### config.mk
export PLATFORM = sky130hd
export DESIGN_NAME = mode_control
export DESIGN_NICKNAME = d
export VERILOG_FILES = /design/src/mode_ctl_pkg.sv /design/src/mode_control.sv
export SDC_FILE = /design/constraint.sdc
export NUM_CORES = 1
export LEC_CHECK = 0
export BUFFER_PORTS_ARGS = -buffer_cell sky130_fd_sc_hd__clkbuf_2
export CORE_MARGIN = 5
export CORE_UTILIZATION = 40
export DETAILED_ROUTE_END_ITERATION = 8
export PLACE_DENSITY = 0.71
export SLEW_MARGIN = 25
export SYNTH_ARGS = -nofsm -noshare
export SYNTH_HDL_FRONTEND = slang
export SYNTH_SLANG_ARGS = --single-unit
### constraint.sdc
create_clock -name ref_clk -period 1.4 [get_ports ref_clk]
set_input_delay 0.28 -clock ref_clk [delete_from_list [all_inputs] [get_ports ref_clk]]
set_output_delay 0.28 -clock ref_clk [all_outputs]
set_load 0.01 [all_outputs]
### src/mode_ctl_pkg.sv
// package: offsets, field layout, reset values and types of the mode control
package mode_ctl_pkg;
  // bus geometry
  localparam int ADDR_W = 4;
  localparam int DATA_W = 32;
  localparam logic [ADDR_W-1:0] OFF_MODULE_CONTROL = 4'h0;

  // field positions of module_control
  localparam int BIT_MODULE_DISABLE = 31;
  localparam int BIT_INACTIVE_MODE_ENABLE = 30;
  localparam int BIT_RX_FIFO_ENABLE = 29;
  localparam int BIT_HALT = 28;
  localparam int BIT_NOT_READY = 27;
  localparam int BIT_SOFT_RESET = 25;
  localparam int BIT_INACTIVE_STATE = 24;
  localparam int BIT_WARNING_ENABLE = 21;
  localparam int BIT_LOW_POWER = 20;
  localparam int BIT_PRETEND_NET_ENABLE = 19;
  localparam int BIT_PRETEND_NET_STATE = 18;
  localparam int BIT_SELF_RECEIVE_DISABLE = 17;
  localparam int BIT_PRIVATE_FILTER_QUEUE = 16;
  localparam int BIT_RX_FIFO_DMA_ENABLE = 15;
  localparam int BIT_PRETEND_NET_SELECT = 14;
  localparam int BIT_LOCAL_PRIORITY = 13;
  localparam int BIT_TX_ABORT_ENABLE = 12;
  localparam int BIT_FLEXIBLE_RATE = 11;
  localparam int FLD_FILTER_FORMAT_LSB = 8;
  localparam int FLD_MEMORY_SIZE_LSB = 0;

  // masks and reset value
  localparam logic [DATA_W-1:0] CTL_RESET_VAL = 32'h5900_000F;
  localparam logic [DATA_W-1:0] CTL_RW_MASK = 32'hF22B_FB1F;
  localparam logic [DATA_W-1:0] CTL_FREE_MASK = 32'h5208_0000;
  localparam logic [DATA_W-1:0] CTL_KEEP_MASK = 32'h8910_0000;

  // filter formats and memory sizing
  localparam logic [1:0] FMT_ONE_FULL = 2'h0;
  localparam logic [1:0] FMT_TWO_IDS = 2'h1;
  localparam logic [1:0] FMT_FOUR_IDS = 2'h2;
  localparam logic [1:0] FMT_REJECT_ALL = 2'h3;
  localparam logic [7:0] MEM_UNIT_WORDS = 8'h04;

  // soft reset duration in ref_clk cycles
  localparam int SOFT_RESET_CYCLES = 4;

  typedef enum logic [1:0] {
    MODE_DISABLED, MODE_INACTIVE, MODE_SYNC, MODE_RUN
  } op_mode_e;

  typedef struct packed {
    logic read;
    logic write;
    logic [ADDR_W-1:0] address;
    logic [3:0] byteenable;
    logic [DATA_W-1:0] writedata;
  } avl_req_s;

  typedef struct packed {
    logic bus_idle;
    logic bus_synced;
    logic pn_active;
    logic tx_warning_state;
    logic rx_warning_state;
  } engine_stat_s;

  typedef struct packed {
    logic engine_enable;
    logic engine_clock_enable;
    logic soft_reset_active;
    logic sync_start;
    logic rx_fifo_enable;
    logic rx_fifo_dma_enable;
    logic private_filter_queue_enable;
    logic self_receive_disable;
    logic pretend_net_on;
    logic local_priority_enable;
    logic tx_abort_enable;
    logic flexible_rate_enable;
    logic [1:0] filter_element_format;
    logic filter_reject_all;
    logic [2:0] filter_ids_per_element;
    logic [7:0] message_memory_words;
    logic tx_warning_irq_flag;
    logic rx_warning_irq_flag;
  } ctl_cfg_s;
endpackage : mode_ctl_pkg

### src/mode_control.sv
// mode control register bank: control word, mode sequencing, soft reset
//
// The implementer's own choice: the Avalon-MM register port.
`timescale 1ns/100ps

module mode_control #(
  parameter int SRST_CYCLES = mode_ctl_pkg::SOFT_RESET_CYCLES
) (
  // clock and reset
  input wire logic ref_clk,
  input wire logic reset_n,
  // avalon-mm slave
  input wire mode_ctl_pkg::avl_req_s avl_req,
  output logic [mode_ctl_pkg::DATA_W-1:0] avl_readdata,
  output logic avl_waitrequest,
  // protocol engine status and control
  input wire mode_ctl_pkg::engine_stat_s eng_stat,
  output mode_ctl_pkg::ctl_cfg_s ctl_cfg
);
  import mode_ctl_pkg::*;

  localparam int CNT_W = $clog2(SRST_CYCLES + 1);
  localparam logic [CNT_W-1:0] SRST_LAST = CNT_W'(SRST_CYCLES - 1);

  // the counter logic needs at least one cycle of soft reset
  if (SRST_CYCLES < 1) begin : g_bad_srst
    $error("SRST_CYCLES must be at least 1");
  end

  logic ack_q;
  logic [DATA_W-1:0] rdata_q;
  logic [DATA_W-1:0] ctl_q;
  logic [DATA_W-1:0] ctl_d;
  logic [CNT_W-1:0] srst_cnt_q;
  op_mode_e mode_q;
  op_mode_e mode_d;
  logic sync_start_q;
  logic [1:0] warn_prev_q;
  logic [1:0] warn_irq_q;
  logic [1:0] warn_now;
  logic wr_fire;
  logic srst_busy;
  logic srst_done;
  logic inactive;
  logic disabled;
  logic enter_req;
  logic pn_state;
  logic [DATA_W-1:0] be_mask;
  logic [DATA_W-1:0] wr_mask;
  logic [DATA_W-1:0] status_word;
  logic [DATA_W-1:0] read_word;

  // one wait state on every access; the answer comes on the second cycle
  assign avl_waitrequest = (avl_req.read | avl_req.write) & ~ack_q;
  assign wr_fire = avl_req.write & ack_q & (avl_req.address == OFF_MODULE_CONTROL);

  always_ff @(posedge ref_clk or negedge reset_n) begin
    if (!reset_n) begin
      ack_q <= 1'b0;
    end else begin
      ack_q <= (avl_req.read | avl_req.write) & ~ack_q;
    end
  end

  // read data captured on the wait cycle, stands while waitrequest is low
  always_ff @(posedge ref_clk or negedge reset_n) begin
    if (!reset_n) begin
      rdata_q <= '0;
    end else if (avl_req.read && !ack_q) begin
      rdata_q <= (avl_req.address == OFF_MODULE_CONTROL) ? read_word : '0;
    end
  end
  assign avl_readdata = rdata_q;

  // mode flags come straight from the mode flop
  assign inactive = (mode_q == MODE_INACTIVE);
  assign disabled = (mode_q == MODE_DISABLED);
  assign enter_req = ctl_q[BIT_HALT] & ctl_q[BIT_INACTIVE_MODE_ENABLE];
  assign pn_state = ctl_q[BIT_PRETEND_NET_ENABLE] & eng_stat.pn_active;
  assign srst_busy = ctl_q[BIT_SOFT_RESET];
  assign srst_done = srst_busy && (srst_cnt_q == SRST_LAST);

  // read-only bits: reserved positions stay zero
  always_comb begin
    status_word = '0;
    status_word[BIT_NOT_READY] = inactive | disabled;
    status_word[BIT_INACTIVE_STATE] = inactive;
    status_word[BIT_LOW_POWER] = disabled;
    status_word[BIT_PRETEND_NET_STATE] = pn_state;
  end
  assign read_word = (ctl_q & CTL_RW_MASK) | status_word;

  // byte lanes and the inactive-mode write lock
  always_comb begin
    be_mask = {{8{avl_req.byteenable[3]}}, {8{avl_req.byteenable[2]}},
               {8{avl_req.byteenable[1]}}, {8{avl_req.byteenable[0]}}};
    wr_mask = be_mask & (inactive ? CTL_RW_MASK : CTL_FREE_MASK);
  end

  // next control word; blocked bits just keep their value
  always_comb begin
    ctl_d = (ctl_q & ~wr_mask) | (avl_req.writedata & wr_mask);
    // a zero written to the soft reset bit has no effect
    ctl_d[BIT_SOFT_RESET] = ctl_q[BIT_SOFT_RESET] |
      (avl_req.writedata[BIT_SOFT_RESET] & wr_mask[BIT_SOFT_RESET]);
  end

  // control word; completion of soft reset restores all but kept bits
  always_ff @(posedge ref_clk or negedge reset_n) begin
    if (!reset_n) begin
      ctl_q <= CTL_RESET_VAL & CTL_RW_MASK;
    end else if (srst_done) begin
      ctl_q <= ((ctl_q & CTL_KEEP_MASK) |
                (CTL_RESET_VAL & ~CTL_KEEP_MASK)) & CTL_RW_MASK;
    end else if (wr_fire && !srst_busy) begin
      ctl_q <= ctl_d;
    end
  end

  // soft reset length; writes are ignored while it runs
  always_ff @(posedge ref_clk or negedge reset_n) begin
    if (!reset_n) begin
      srst_cnt_q <= '0;
    end else if (srst_busy && !srst_done) begin
      srst_cnt_q <= srst_cnt_q + CNT_W'(1);
    end else begin
      srst_cnt_q <= '0;
    end
  end

  // mode sequencing; entry from sync or run waits for an idle bus so no frame is cut
  always_comb begin
    mode_d = mode_q;
    unique case (mode_q)
      MODE_DISABLED: begin
        if (!ctl_q[BIT_MODULE_DISABLE]) begin
          mode_d = enter_req ? MODE_INACTIVE : MODE_SYNC;
        end
      end
      MODE_INACTIVE: begin
        if (ctl_q[BIT_MODULE_DISABLE]) begin
          mode_d = MODE_DISABLED;
        end else if (!enter_req) begin
          mode_d = MODE_SYNC;
        end
      end
      MODE_SYNC, MODE_RUN: begin
        if (ctl_q[BIT_MODULE_DISABLE]) begin
          mode_d = MODE_DISABLED;
        end else if (enter_req && eng_stat.bus_idle) begin
          mode_d = MODE_INACTIVE;
        end else if (mode_q == MODE_SYNC && eng_stat.bus_synced) begin
          mode_d = MODE_RUN;
        end
      end
    endcase
  end

  // the mode itself survives soft reset, keeping its flags
  always_ff @(posedge ref_clk or negedge reset_n) begin
    if (!reset_n) begin
      mode_q <= MODE_INACTIVE;
    end else begin
      mode_q <= mode_d;
    end
  end

  // one pulse when the engine must begin bus synchronisation
  always_ff @(posedge ref_clk or negedge reset_n) begin
    if (!reset_n) begin
      sync_start_q <= 1'b0;
    end else begin
      sync_start_q <= (mode_q != MODE_SYNC) && (mode_d == MODE_SYNC);
    end
  end

  // warning status change detection, one lane per direction
  assign warn_now = {eng_stat.tx_warning_state, eng_stat.rx_warning_state};
  for (genvar i = 0; i < 2; i++) begin : g_warn
    always_ff @(posedge ref_clk or negedge reset_n) begin
      if (!reset_n) begin
        warn_prev_q[i] <= 1'b0;
        warn_irq_q[i] <= 1'b0;
      end else begin
        warn_prev_q[i] <= warn_now[i];
        warn_irq_q[i] <= ctl_q[BIT_WARNING_ENABLE] &
                         (warn_now[i] != warn_prev_q[i]);
      end
    end
  end

  // configuration handed to the frame engine
  always_comb begin
    ctl_cfg = '0;
    ctl_cfg.engine_enable = ~ctl_q[BIT_MODULE_DISABLE];
    ctl_cfg.engine_clock_enable = ~(inactive | disabled);
    ctl_cfg.soft_reset_active = srst_busy;
    ctl_cfg.sync_start = sync_start_q;
    ctl_cfg.rx_fifo_enable = ctl_q[BIT_RX_FIFO_ENABLE];
    ctl_cfg.rx_fifo_dma_enable = ctl_q[BIT_RX_FIFO_DMA_ENABLE];
    ctl_cfg.private_filter_queue_enable =
      ctl_q[BIT_PRIVATE_FILTER_QUEUE];
    ctl_cfg.self_receive_disable = ctl_q[BIT_SELF_RECEIVE_DISABLE];
    ctl_cfg.pretend_net_on = ctl_q[BIT_PRETEND_NET_ENABLE] &
                             ctl_q[BIT_PRETEND_NET_SELECT];
    ctl_cfg.local_priority_enable = ctl_q[BIT_LOCAL_PRIORITY];
    ctl_cfg.tx_abort_enable = ctl_q[BIT_TX_ABORT_ENABLE];
    ctl_cfg.flexible_rate_enable = ctl_q[BIT_FLEXIBLE_RATE];
    ctl_cfg.filter_element_format =
      ctl_q[FLD_FILTER_FORMAT_LSB +: 2];
    ctl_cfg.tx_warning_irq_flag = warn_irq_q[1];
    ctl_cfg.rx_warning_irq_flag = warn_irq_q[0];
    // memory: (n + 1) units of four words, at most 128 words
    ctl_cfg.message_memory_words = 8'(({3'h0,
      ctl_q[FLD_MEMORY_SIZE_LSB +: 5]} + 8'h01) * MEM_UNIT_WORDS);
    unique case (ctl_q[FLD_FILTER_FORMAT_LSB +: 2])
      FMT_ONE_FULL: ctl_cfg.filter_ids_per_element = 3'h1;
      FMT_TWO_IDS: ctl_cfg.filter_ids_per_element = 3'h2;
      FMT_FOUR_IDS: ctl_cfg.filter_ids_per_element = 3'h4;
      FMT_REJECT_ALL: begin
        ctl_cfg.filter_ids_per_element = 3'h0;
        ctl_cfg.filter_reject_all = 1'b1;
      end
    endcase
  end

  // helper: true only in the first cycle after reset release
  logic first_q;
  always_ff @(posedge ref_clk or negedge reset_n) begin
    if (!reset_n) begin
      first_q <= 1'b1;
    end else begin
      first_q <= 1'b0;
    end
  end

  property p_reset_value;
    @(posedge ref_clk) disable iff (!reset_n)
      first_q |-> read_word == CTL_RESET_VAL;
  endproperty
  a_reset_value: assert property (p_reset_value)
    else $error("control word not at reset pattern after reset");

  property p_write_lock;
    @(posedge ref_clk) disable iff (!reset_n)
      (wr_fire && !inactive && !srst_busy) |=>
        ((ctl_q & CTL_RW_MASK & ~CTL_FREE_MASK) ==
         $past(ctl_q & CTL_RW_MASK & ~CTL_FREE_MASK));
  endproperty
  a_write_lock: assert property (p_write_lock)
    else $error("locked bit changed outside inactive mode");

  property p_free_write;
    @(posedge ref_clk) disable iff (!reset_n)
      (wr_fire && !srst_busy && avl_req.byteenable[3]) |=>
        ctl_q[BIT_HALT] == $past(avl_req.writedata[BIT_HALT]);
  endproperty
  a_free_write: assert property (p_free_write)
    else $error("unblocked halt bit did not take the write");

  property p_srst_keep;
    @(posedge ref_clk) disable iff (!reset_n)
      srst_done |=> (ctl_q[BIT_MODULE_DISABLE] ==
        $past(ctl_q[BIT_MODULE_DISABLE])) &&
        ((ctl_q & ~CTL_KEEP_MASK) == (CTL_RESET_VAL & ~CTL_KEEP_MASK &
          CTL_RW_MASK));
  endproperty
  a_srst_keep: assert property (p_srst_keep)
    else $error("soft reset restored the wrong bits");

  property p_srst_len;
    @(posedge ref_clk) disable iff (!reset_n)
      (wr_fire && !srst_busy && wr_mask[BIT_SOFT_RESET] &&
       avl_req.writedata[BIT_SOFT_RESET]) |=>
        srst_busy [*4] ##1 !srst_busy;
  endproperty
  a_srst_len: assert property (p_srst_len)
    else $error("soft reset did not clear after four cycles");

  property p_disable;
    @(posedge ref_clk) disable iff (!reset_n)
      ctl_q[BIT_MODULE_DISABLE] |=> disabled && !ctl_cfg.engine_clock_enable;
  endproperty
  a_disable: assert property (p_disable)
    else $error("disable bit did not stop the controller");

  property p_inactive_entry;
    @(posedge ref_clk) disable iff (!reset_n)
      $rose(inactive) |-> $past(enter_req);
  endproperty
  a_inactive_entry: assert property (p_inactive_entry)
    else $error("inactive mode entered without halt and enable");

  property p_warn;
    @(posedge ref_clk) disable iff (!reset_n)
      (eng_stat.tx_warning_state != warn_prev_q[1]) |=>
        ctl_cfg.tx_warning_irq_flag == $past(ctl_q[BIT_WARNING_ENABLE]);
  endproperty
  a_warn: assert property (p_warn)
    else $error("tx warning flag disagrees with enable");

  property p_exit_sync;
    @(posedge ref_clk) disable iff (!reset_n)
      (inactive && !enter_req && !ctl_q[BIT_MODULE_DISABLE]) |=>
        ctl_cfg.sync_start;
  endproperty
  a_exit_sync: assert property (p_exit_sync)
    else $error("no sync start after leaving inactive mode");

  // writes that land during a soft reset are ignored; all but the kept disable bit would be lost at its end anyway
  property p_srst_hold;
    @(posedge ref_clk) disable iff (!reset_n)
      (srst_busy && !srst_done) |=> ctl_q == $past(ctl_q);
  endproperty
  a_srst_hold: assert property (p_srst_hold)
    else $error("control word changed while soft reset ran");

  property p_srst_zero;
    @(posedge ref_clk) disable iff (!reset_n)
      (wr_fire && !srst_busy && !avl_req.writedata[BIT_SOFT_RESET]) |=>
        !srst_busy;
  endproperty
  a_srst_zero: assert property (p_srst_zero)
    else $error("writing zero started a soft reset");

  property p_sync_run;
    @(posedge ref_clk) disable iff (!reset_n)
      (mode_q == MODE_SYNC && eng_stat.bus_synced && !enter_req &&
       !ctl_q[BIT_MODULE_DISABLE]) |=> mode_q == MODE_RUN;
  endproperty
  a_sync_run: assert property (p_sync_run)
    else $error("synchronised engine did not start running");

  property p_stay_inactive;
    @(posedge ref_clk) disable iff (!reset_n)
      (inactive && enter_req && !ctl_q[BIT_MODULE_DISABLE]) |=> inactive;
  endproperty
  a_stay_inactive: assert property (p_stay_inactive)
    else $error("inactive mode left while halt was requested");

  property p_warn_rx;
    @(posedge ref_clk) disable iff (!reset_n)
      (eng_stat.rx_warning_state != warn_prev_q[0]) |=>
        ctl_cfg.rx_warning_irq_flag == $past(ctl_q[BIT_WARNING_ENABLE]);
  endproperty
  a_warn_rx: assert property (p_warn_rx)
    else $error("rx warning flag disagrees with enable");

  c_enter_inactive: cover property (@(posedge ref_clk) disable iff
    (!reset_n) $rose(inactive));
  c_soft_reset: cover property (@(posedge ref_clk) disable iff
    (!reset_n) srst_done);
  c_run: cover property (@(posedge ref_clk) disable iff
    (!reset_n) $rose(mode_q == MODE_RUN));
  c_disabled: cover property (@(posedge ref_clk) disable iff
    (!reset_n) $rose(disabled));
  c_sync_start: cover property (@(posedge ref_clk) disable iff
    (!reset_n) ctl_cfg.sync_start);
endmodule : mode_control

==> results of run 1 <==
-- layout by cell type (no fill, tap or decap), types with 4 or more instances in the layout --
cell                       instances
sky130_fd_sc_hd__buf_6             4
sky130_fd_sc_hd__mux2i_1          16
sky130_fd_sc_hd__inv_1            13
sky130_fd_sc_hd__clkbuf_8         10
sky130_fd_sc_hd__dfstp_2           7
sky130_fd_sc_hd__clkbuf_2         85
sky130_fd_sc_hd__buf_4            13
sky130_fd_sc_hd__conb_1            9
sky130_fd_sc_hd__dfrtp_1          48
sky130_fd_sc_hd__nor2_1           15
sky130_fd_sc_hd__and2_1            5
sky130_fd_sc_hd__clkinv_2          4
sky130_fd_sc_hd__nand2_1          63
sky130_fd_sc_hd__o21ai_0          23
-- worst register-to-register path: stages, from the launching register on --
cell and delay [ns]:
sky130_fd_sc_hd__dfstp_2 0.54, sky130_fd_sc_hd__and2b_2 0.18, sky130_fd_sc_hd__nand4_1 0.17, sky130_fd_sc_hd__mux2_2 0.31
-- how the worst max path moves through the flow --
stage / startpoint / end / slack (ns) / depth (start not counted)
6_report: ctl_q[0] / ctl_cfg[8] / -0.28 / 4
5_1_grt: ctl_q[1] / ctl_cfg[7] / -0.34 / 4
4_1_cts: ctl_q[1] / ctl_cfg[7] / -0.33 / 4
3_5_place_dp: avl_req[37] / ctl_q[25] / -0.10 / 4
3_3_place_gp: avl_req[37] / avl_readdata[20] / -0.04 / 4
2_1_floorplan: mode_q[0] / flip-flop / 0.02 / 3
-- metal layers --
layer	wire, microns	track usage [%]
met1	2530	17.8
met4	99	6.68
met5	0	0
met3	494	5.16
met2	2780	24.7
-- registers in the layout (all words and copies together), names as in the netlist, named ones only --
| name | cells |
|---|---|
| ack_q | 1 |
| avl_readdata | 25 |
| ctl_cfg | 2 |
| ctl_q | 20 |
| mode_q | 2 |
| srst_cnt_q | 3 |
| sync_start_q | 1 |
| warn_prev_q | 2 |
-- timing repair --
item,CTS,global route
pin swaps,5,3
hold endpoints to repair,50,0
gates resized for setup,7,15
buffers inserted,0,1
gates cloned,0,0
hold buffers,1,0
setup endpoints to repair,7,21
-- power groups by stage --
| stage | Combinational (mW) | Sequential [mW] | Clock (mW) |
|---|---|---|---|
| floorplan | 0.509 | 1.98 | 0 |
| global placement | 0.860 | 1.97 | 0 |
| detailed placement | 0.877 | 1.98 | 0 |
| CTS | 0.913 | 1.95 | 1.35 |
| global route | 1.06 | 1.99 | 1.41 |
| finish | 0.954 | 1.96 | 1.31 |
-- through the flow --
stage               total power, mW  setup WS [ns]  util [%]
floorplan                      2.49         0.0240         -
global placement               2.83        -0.0429      50.1
detailed placement             2.85         -0.103      50.1
CTS                            4.21         -0.334      53.4
global route                   4.46         -0.342      54.0
finish                         4.22         -0.277      54.0
-- cell families after synthesis --
group | synth area share [%]
mux | 6.40
buf+inv | 10.1
flops | 53.6
xor+xnor | 1.64
other cells | 0.140
fa+ha+maj | 1.40
simple gates | 19.0
compound gates | 7.71
-- final cells by class --
type                            instances  area share, %
Multi-Input combinational cell        174           30.7
Inverter                               14           1.51
Clock buffer                           12           4.18
Sequential cell                        57           41.4
Tap cell                               77           2.78
Timing Repair Buffer                  109           18.8
Clock inverter                          4          0.577
==> flow_metrics.py, run 1 <==
metrics = {
    "outcome": {
        "status": "complete, but fails checks",
        "violated_checks": "negative setup slack",
    },
    "cells_and_area": {
        "syn2layout_area_growth_pct": 29.5,
        "finalInstanceArea_sq_um": 3470,
        "final_cells": 447,
        "antennaDiodeCount": 0,
        "fillCellCount": 614,
        "final_net_count": 417,
        "post_route_cells_drive_above_1_share_pct": 40.3,
        "multi_input_area_sq_um": 1060,
        "register_cell_area_after_layout_sq_um": 1440,
    },
    "pwr": {
        "power.switching_fraction_pct": 29.8,
        "combPwrFrac_pct": 22.6,
        "worst_ir_drop_vdd_uv": 581,
        "powerDensity_nw_per_um2": 1220,
        "power.switching_mw": 1.26,
        "clock_power_share_pct": 31.0,
        "sequentialPowerShare_pct": 46.4,
        "p_leak_nw": 1.90,
        "internal_power_mw": 2.97,
    },
    "setup_path": {
        "worst_ep_required_time_ns": 1.12,
        "reg2reg_slack_ns": 0.08,
        "worst-r2r-cell-count": 3,
        "critical_path_arrival_ns": 1.40,
        "critical_path_startpoint_category": "flip-flop",
        "crit_chain": "ha_4, nand3_4, xnor2_2, buf_2",
        "crit_path_max_incr_delay_ns": 0.56,
        "path_class": "reg2out",
        "critical_path.n_buffers_inverters": 1,
        "crit_slowest_cell": "sky130_fd_sc_hd__dfstp_2",
        "crit_path_end_kind": "output pin",
        "critical-path-top-delay-family": "flip-flops",
        "reg2reg_from": "mode_q[0]",
        "worstPathMaxFanout": 2,
    },
    "sta": {
        "setup_total_negative_slack_ns": -1.16,
        "post-route-period-util_pct": 120,
        "worst_slack_ns": -0.277,
        "period_minus_slack_ns": 1.68,
        "report.final.setup_viol": 6,
        "timing.hold.ws_ns": 0.0724,
        "grt_setup_unrepaired": "yes",
        "timing_hold_violations_final": 0,
        "max_clock_freq_mhz": 596,
        "skew_ns": 0.00899,
        "finalMaxSlewViolations": 0,
    },
    "route": {
        "wl_per_cell_microns": 13.2,
        "routed_via_density": 4.68,
        "number_of_nets_with_antenna_violations_after_detailed_routing": 0,
        "drc": 0,
        "drt_iter0_markers": 42,
        "routed_wl_microns": 5910,
        "detailed_routing_iteration_count_for_the_pre_antenna_repair_pass": 4,
        "via_count": 2093,
    },
    "synthesis": {
        "synth.distinct_cells": 37,
        "syn_std_cell_area_sq_um": 2680,
        "ys_ff_latch": 57,
        "synthMostInstantiatedCell": "sky130_fd_sc_hd__nand2_1",
        "number_of_enable_type_register_cells_in_the_synthesized_netlist": 0,
        "synth.cells.most_frequent": "64 x sky130_fd_sc_hd__nand2_1, 50 x sky130_fd_sc_hd__dfrtp_1, 24 x sky130_fd_sc_hd__buf_4, 24 x sky130_fd_sc_hd__o21ai_0, 16 x sky130_fd_sc_hd__mux2i_1",
        "synthesis.yosys.warnings": 0,
        "synth-main-ff-cell": "sky130_fd_sc_hd__dfrtp_1",
        "share_of_synthesized_registers_carrying_an_async_set_or_reset_pct": 100,
        "post-synth-top-area-fraction_pct": 46.7,
        "postSynthCellCount": 271,
        "post-synth-top-area-cell": "sky130_fd_sc_hd__dfrtp_1",
        "synth_seq_area_share_pct": 53.6,
        "syn-mean-instance-area_sq_um": 9.88,
        "synth.top_cells.by_area": "sky130_fd_sc_hd__dfrtp_1 47%, sky130_fd_sc_hd__nand2_1 9.0%, sky130_fd_sc_hd__dfstp_2 6.9%",
    },
    "die": {
        "placeableCoreArea_sq_um": 6420,
        "design.portCount": 110,
        "placementRows": 29,
        "design.die.area_sq_um": 8430,
        "floorplan.initialDensity_pct": 41.7,
        "die_w_microns": 91.8,
        "die_height_microns": 91.8,
    },
    "clocking": {
        "clock_tree_from_tritoncts": "done",
        "worst_skew_pair.late_latency_ns": 0.33,
        "tritoncts.num_buffers": 9,
        "root_buffer_cell": "sky130_fd_sc_hd__clkbuf_8",
        "htreeDepth": 3,
        "clk_transition_reported_paths_ns": 0.07,
        "cts_sinks": 57,
        "cts_max_path_buffers": 2,
    },
    "global_route": {
        "grt_pass1_wl_microns": 10000,
        "maximum_number_of_pins_on_one_net_before_global_route_repair": 58,
        "grt.total_usage_pct": 15.0,
        "number_of_global_route_vias_before_repair": 2133,
        "grt_overflow_total": 0,
        "antenna_found_initial": 0,
    },
    "placement": {
        "port_buffer_count": 89,
        "placed_area_sq_um": 3220,
        "dpl.cell_count": 429,
        "place_congestion": 0.770,
        "detailed_place_hpwl_microns": 4420,
    },
    "worst_hold_path": {
        "hold_path_depth": 1,
        "hold_path_end": "warn_prev_q[0]",
        "timing.hold.worst.class": "in2reg",
        "hold_path.startpoint": "eng_stat[0]",
    },
    "flow_run": {
        "cap_viol_max_count": 0,
    },
}
No activity file was read; power rests on OpenSTA's default activity.
==> run 2: changes to the inputs <==
CORE_ASPECT_RATIO = 0.9   (was not set)
MAX_ROUTING_LAYER = met4   (was not set)
==> run 2 against run 1 <==
  * Power is 8.3% higher
  * Non-clock buffer count up 4
  * Clock-buffer cell count is 2 higher
  * Worst setup slack better by 0.011 ns
  * Highest routed layer unchanged
  * Wire length grew 4.2%
  * Design area is 4.2% higher
  * Largest power group unchanged
  * Global-route usage rose by 0.78 points
  * The flow still finishes with violations (negative setup slack)
  * First-iteration DRC count unchanged
  * Critical path type unchanged
  * Die area hardly changed
  * Critical path depth stayed put
  * Hold slack gained 0.0091 ns
==> flow_metrics.py, run 2 (synthesis gave the netlist of run 1 again) <==
metrics = {
    "setup_path": {
        "critPathLaunch": "ctl_q[1]",
        "crit_chain": "ha_4, nand3_2, xnor2_1, buf_2",
        "critical_path_arrival_ns": 1.39,
        "reg2reg_from": "mode_q[0]",
        "path_class": "reg2out",
        "critical-path-top-delay-family": "flip-flops",
        "reg2reg_slack_ns": 0.09,
        "crit_path_end_kind": "output pin",
        "worst_ep_required_time_ns": 1.12,
        "crit_path_max_incr_delay_ns": 0.57,
        "worstPathMaxFanout": 2,
        "crit_slowest_cell": "sky130_fd_sc_hd__dfstp_2",
        "critical_path.n_buffers_inverters": 1,
        "critical_path_startpoint_category": "flip-flop",
    },
    "clocking": {
        "clock_tree_from_tritoncts": "done",
        "cts_sinks": 57,
        "tritoncts.num_buffers": 9,
        "clk_transition_reported_paths_ns": 0.06,
        "worst_skew_pair.late_latency_ns": 0.33,
        "root_buffer_cell": "sky130_fd_sc_hd__clkbuf_8",
        "htreeDepth": 3,
        "cts_max_path_buffers": 2,
    },
    "die": {
        "die_height_microns": 87.6,
        "design.die.area_sq_um": 8440,
        "design.portCount": 110,
        "floorplan.initialDensity_pct": 40.9,
        "placementRows": 28,
        "placeableCoreArea_sq_um": 6550,
        "die_w_microns": 96.3,
    },
    "placement": {
        "place_congestion": 0.735,
        "detailed_place_hpwl_microns": 4490,
        "port_buffer_count": 89,
    },
    "global_route": {
        "antenna_found_initial": 0,
        "grt_overflow_total": 0,
        "maximum_number_of_pins_on_one_net_before_global_route_repair": 58,
        "grt_pass1_wl_microns": 9830,
        "number_of_global_route_vias_before_repair": 2053,
        "grt.total_usage_pct": 15.8,
    },
    "pwr": {
        "power.switching_mw": 1.28,
        "worst_ir_drop_vdd_uv": 477,
        "power.total_mw": 4.58,
        "sequentialPowerShare_pct": 42.8,
        "internal_power_mw": 3.30,
        "power.switching_fraction_pct": 27.9,
        "combPwrFrac_pct": 22.4,
        "powerDensity_nw_per_um2": 1270,
        "clock_power_share_pct": 34.8,
        "p_leak_nw": 1.96,
    },
    "route": {
        "via_count": 2112,
        "detailed_routing_iteration_count_for_the_pre_antenna_repair_pass": 4,
        "routed_via_density": 4.55,
        "drt_iter0_markers": 42,
        "wl_per_cell_microns": 13.3,
        "number_of_nets_with_antenna_violations_after_detailed_routing": 0,
        "routed_wl_microns": 6160,
        "drc": 0,
    },
    "cells_and_area": {
        "multi_input_area_sq_um": 1070,
        "largest_register_ffs": 25,
        "mostFrequentLayoutCell": "sky130_fd_sc_hd__clkbuf_2",
        "final_net_count": 421,
        "post_route_cells_drive_above_1_share_pct": 41.2,
        "utilization_pct": 55.2,
        "fillCellCount": 625,
        "register_cell_area_after_layout_sq_um": 1440,
        "antennaDiodeCount": 0,
        "most-common-layout-cells": "83 x sky130_fd_sc_hd__clkbuf_2, 63 x sky130_fd_sc_hd__nand2_1, 48 x sky130_fd_sc_hd__dfrtp_1",
        "syn2layout_area_growth_pct": 34.9,
    },
    "sta": {
        "worst_slack_ns": -0.266,
        "timing_hold_violations_final": 0,
        "max_clock_freq_mhz": 600,
        "finalMaxSlewViolations": 0,
        "post-route-period-util_pct": 119,
        "setup_total_negative_slack_ns": -1.09,
        "report.final.setup_viol": 6,
        "grt_setup_unrepaired": "yes",
        "skew_ns": 0.00614,
        "period_minus_slack_ns": 1.67,
    },
    "worst_hold_path": {
        "hold_path.startpoint": "eng_stat[0]",
        "timing.hold.worst.class": "in2reg",
    },
    "outcome": {
        "violated_checks": "negative setup slack",
        "status": "complete, but fails checks",
    },
    "flow_run": {
        "cap_viol_max_count": 0,
    },
}
[run 2: cell types whose count changed in the layout (fill, tap and decap cells not counted), sizes merged]
cell    delta
bufinv     +1
clkinv     -3
buf        +6
[run 2: worst paths after layout]
kind / to / cells past startpoint
hold reg to reg: srst_cnt_q[0] / 1
hold / removal: warn_prev_q[0] / 1
setup / recovery: ctl_cfg[8] / 4
max in group asynchronous: ctl_q[0] / 3
setup reg to reg: ctl_q[1] / 4
min in group asynchronous: avl_readdata[19] / 3
[run 2: layout make-up]
| type | count | area share [%] |
|---|---|---|
| clock inverter | 2 | 0.969 |
| multi-input combinational | 174 | 29.6 |
| timing repair buffer | 113 | 20.2 |
| sequential | 57 | 39.8 |
| tap | 90 | 3.12 |
| clock buffer | 14 | 4.78 |
| inverter | 14 | 1.52 |
[run 2: layer usage]
metal / vias up / routed length, microns / track usage (%)
li1: 1052 / - / -
met1: 986 / 2770 / 20.2
met2: 66 / 2930 / 24.1
met3: 8 / 390 / 3.61
met4: 0 / 75 / 6.20
met5: - / 0 / -
[run 2: power by group through the flow]
stage	clock network, mW	logic [mW]	registers, mW
after global routing	1.72	1.13	1.98
after floorplan	0	0.509	1.98
after detailed placement	0	0.889	1.98
final	1.59	1.02	1.96
after CTS	1.64	0.949	1.96
after global placement	0	0.868	1.97
[run 2: timing repair]
item | in CTS | in global routing
pin swaps | 4 | 4
hold buffers | 1 | 0
setup buffers | 2 | 3
endpoints found under the hold margin | 50 | 0
gates resized for setup | 10 | 19
endpoints found under the setup margin | 13 | 24
[run 2: metrics by stage]
| stage | cells | hold WS, ns | setup slack, ns | instance area, sq um |
|---|---|---|---|---|
| after floorplan | 279 | -0.0156 | 0.0240 | 2710 |
| after global placement | 442 | 0.308 | -0.0957 | 3270 |
| after detailed placement | 442 | 0.317 | -0.116 | 3270 |
| after CTS | 461 | 0.0639 | -0.296 | 3550 |
| after global routing | 464 | 0.0670 | -0.340 | 3610 |
| final | 464 | 0.0816 | -0.266 | 3610 |
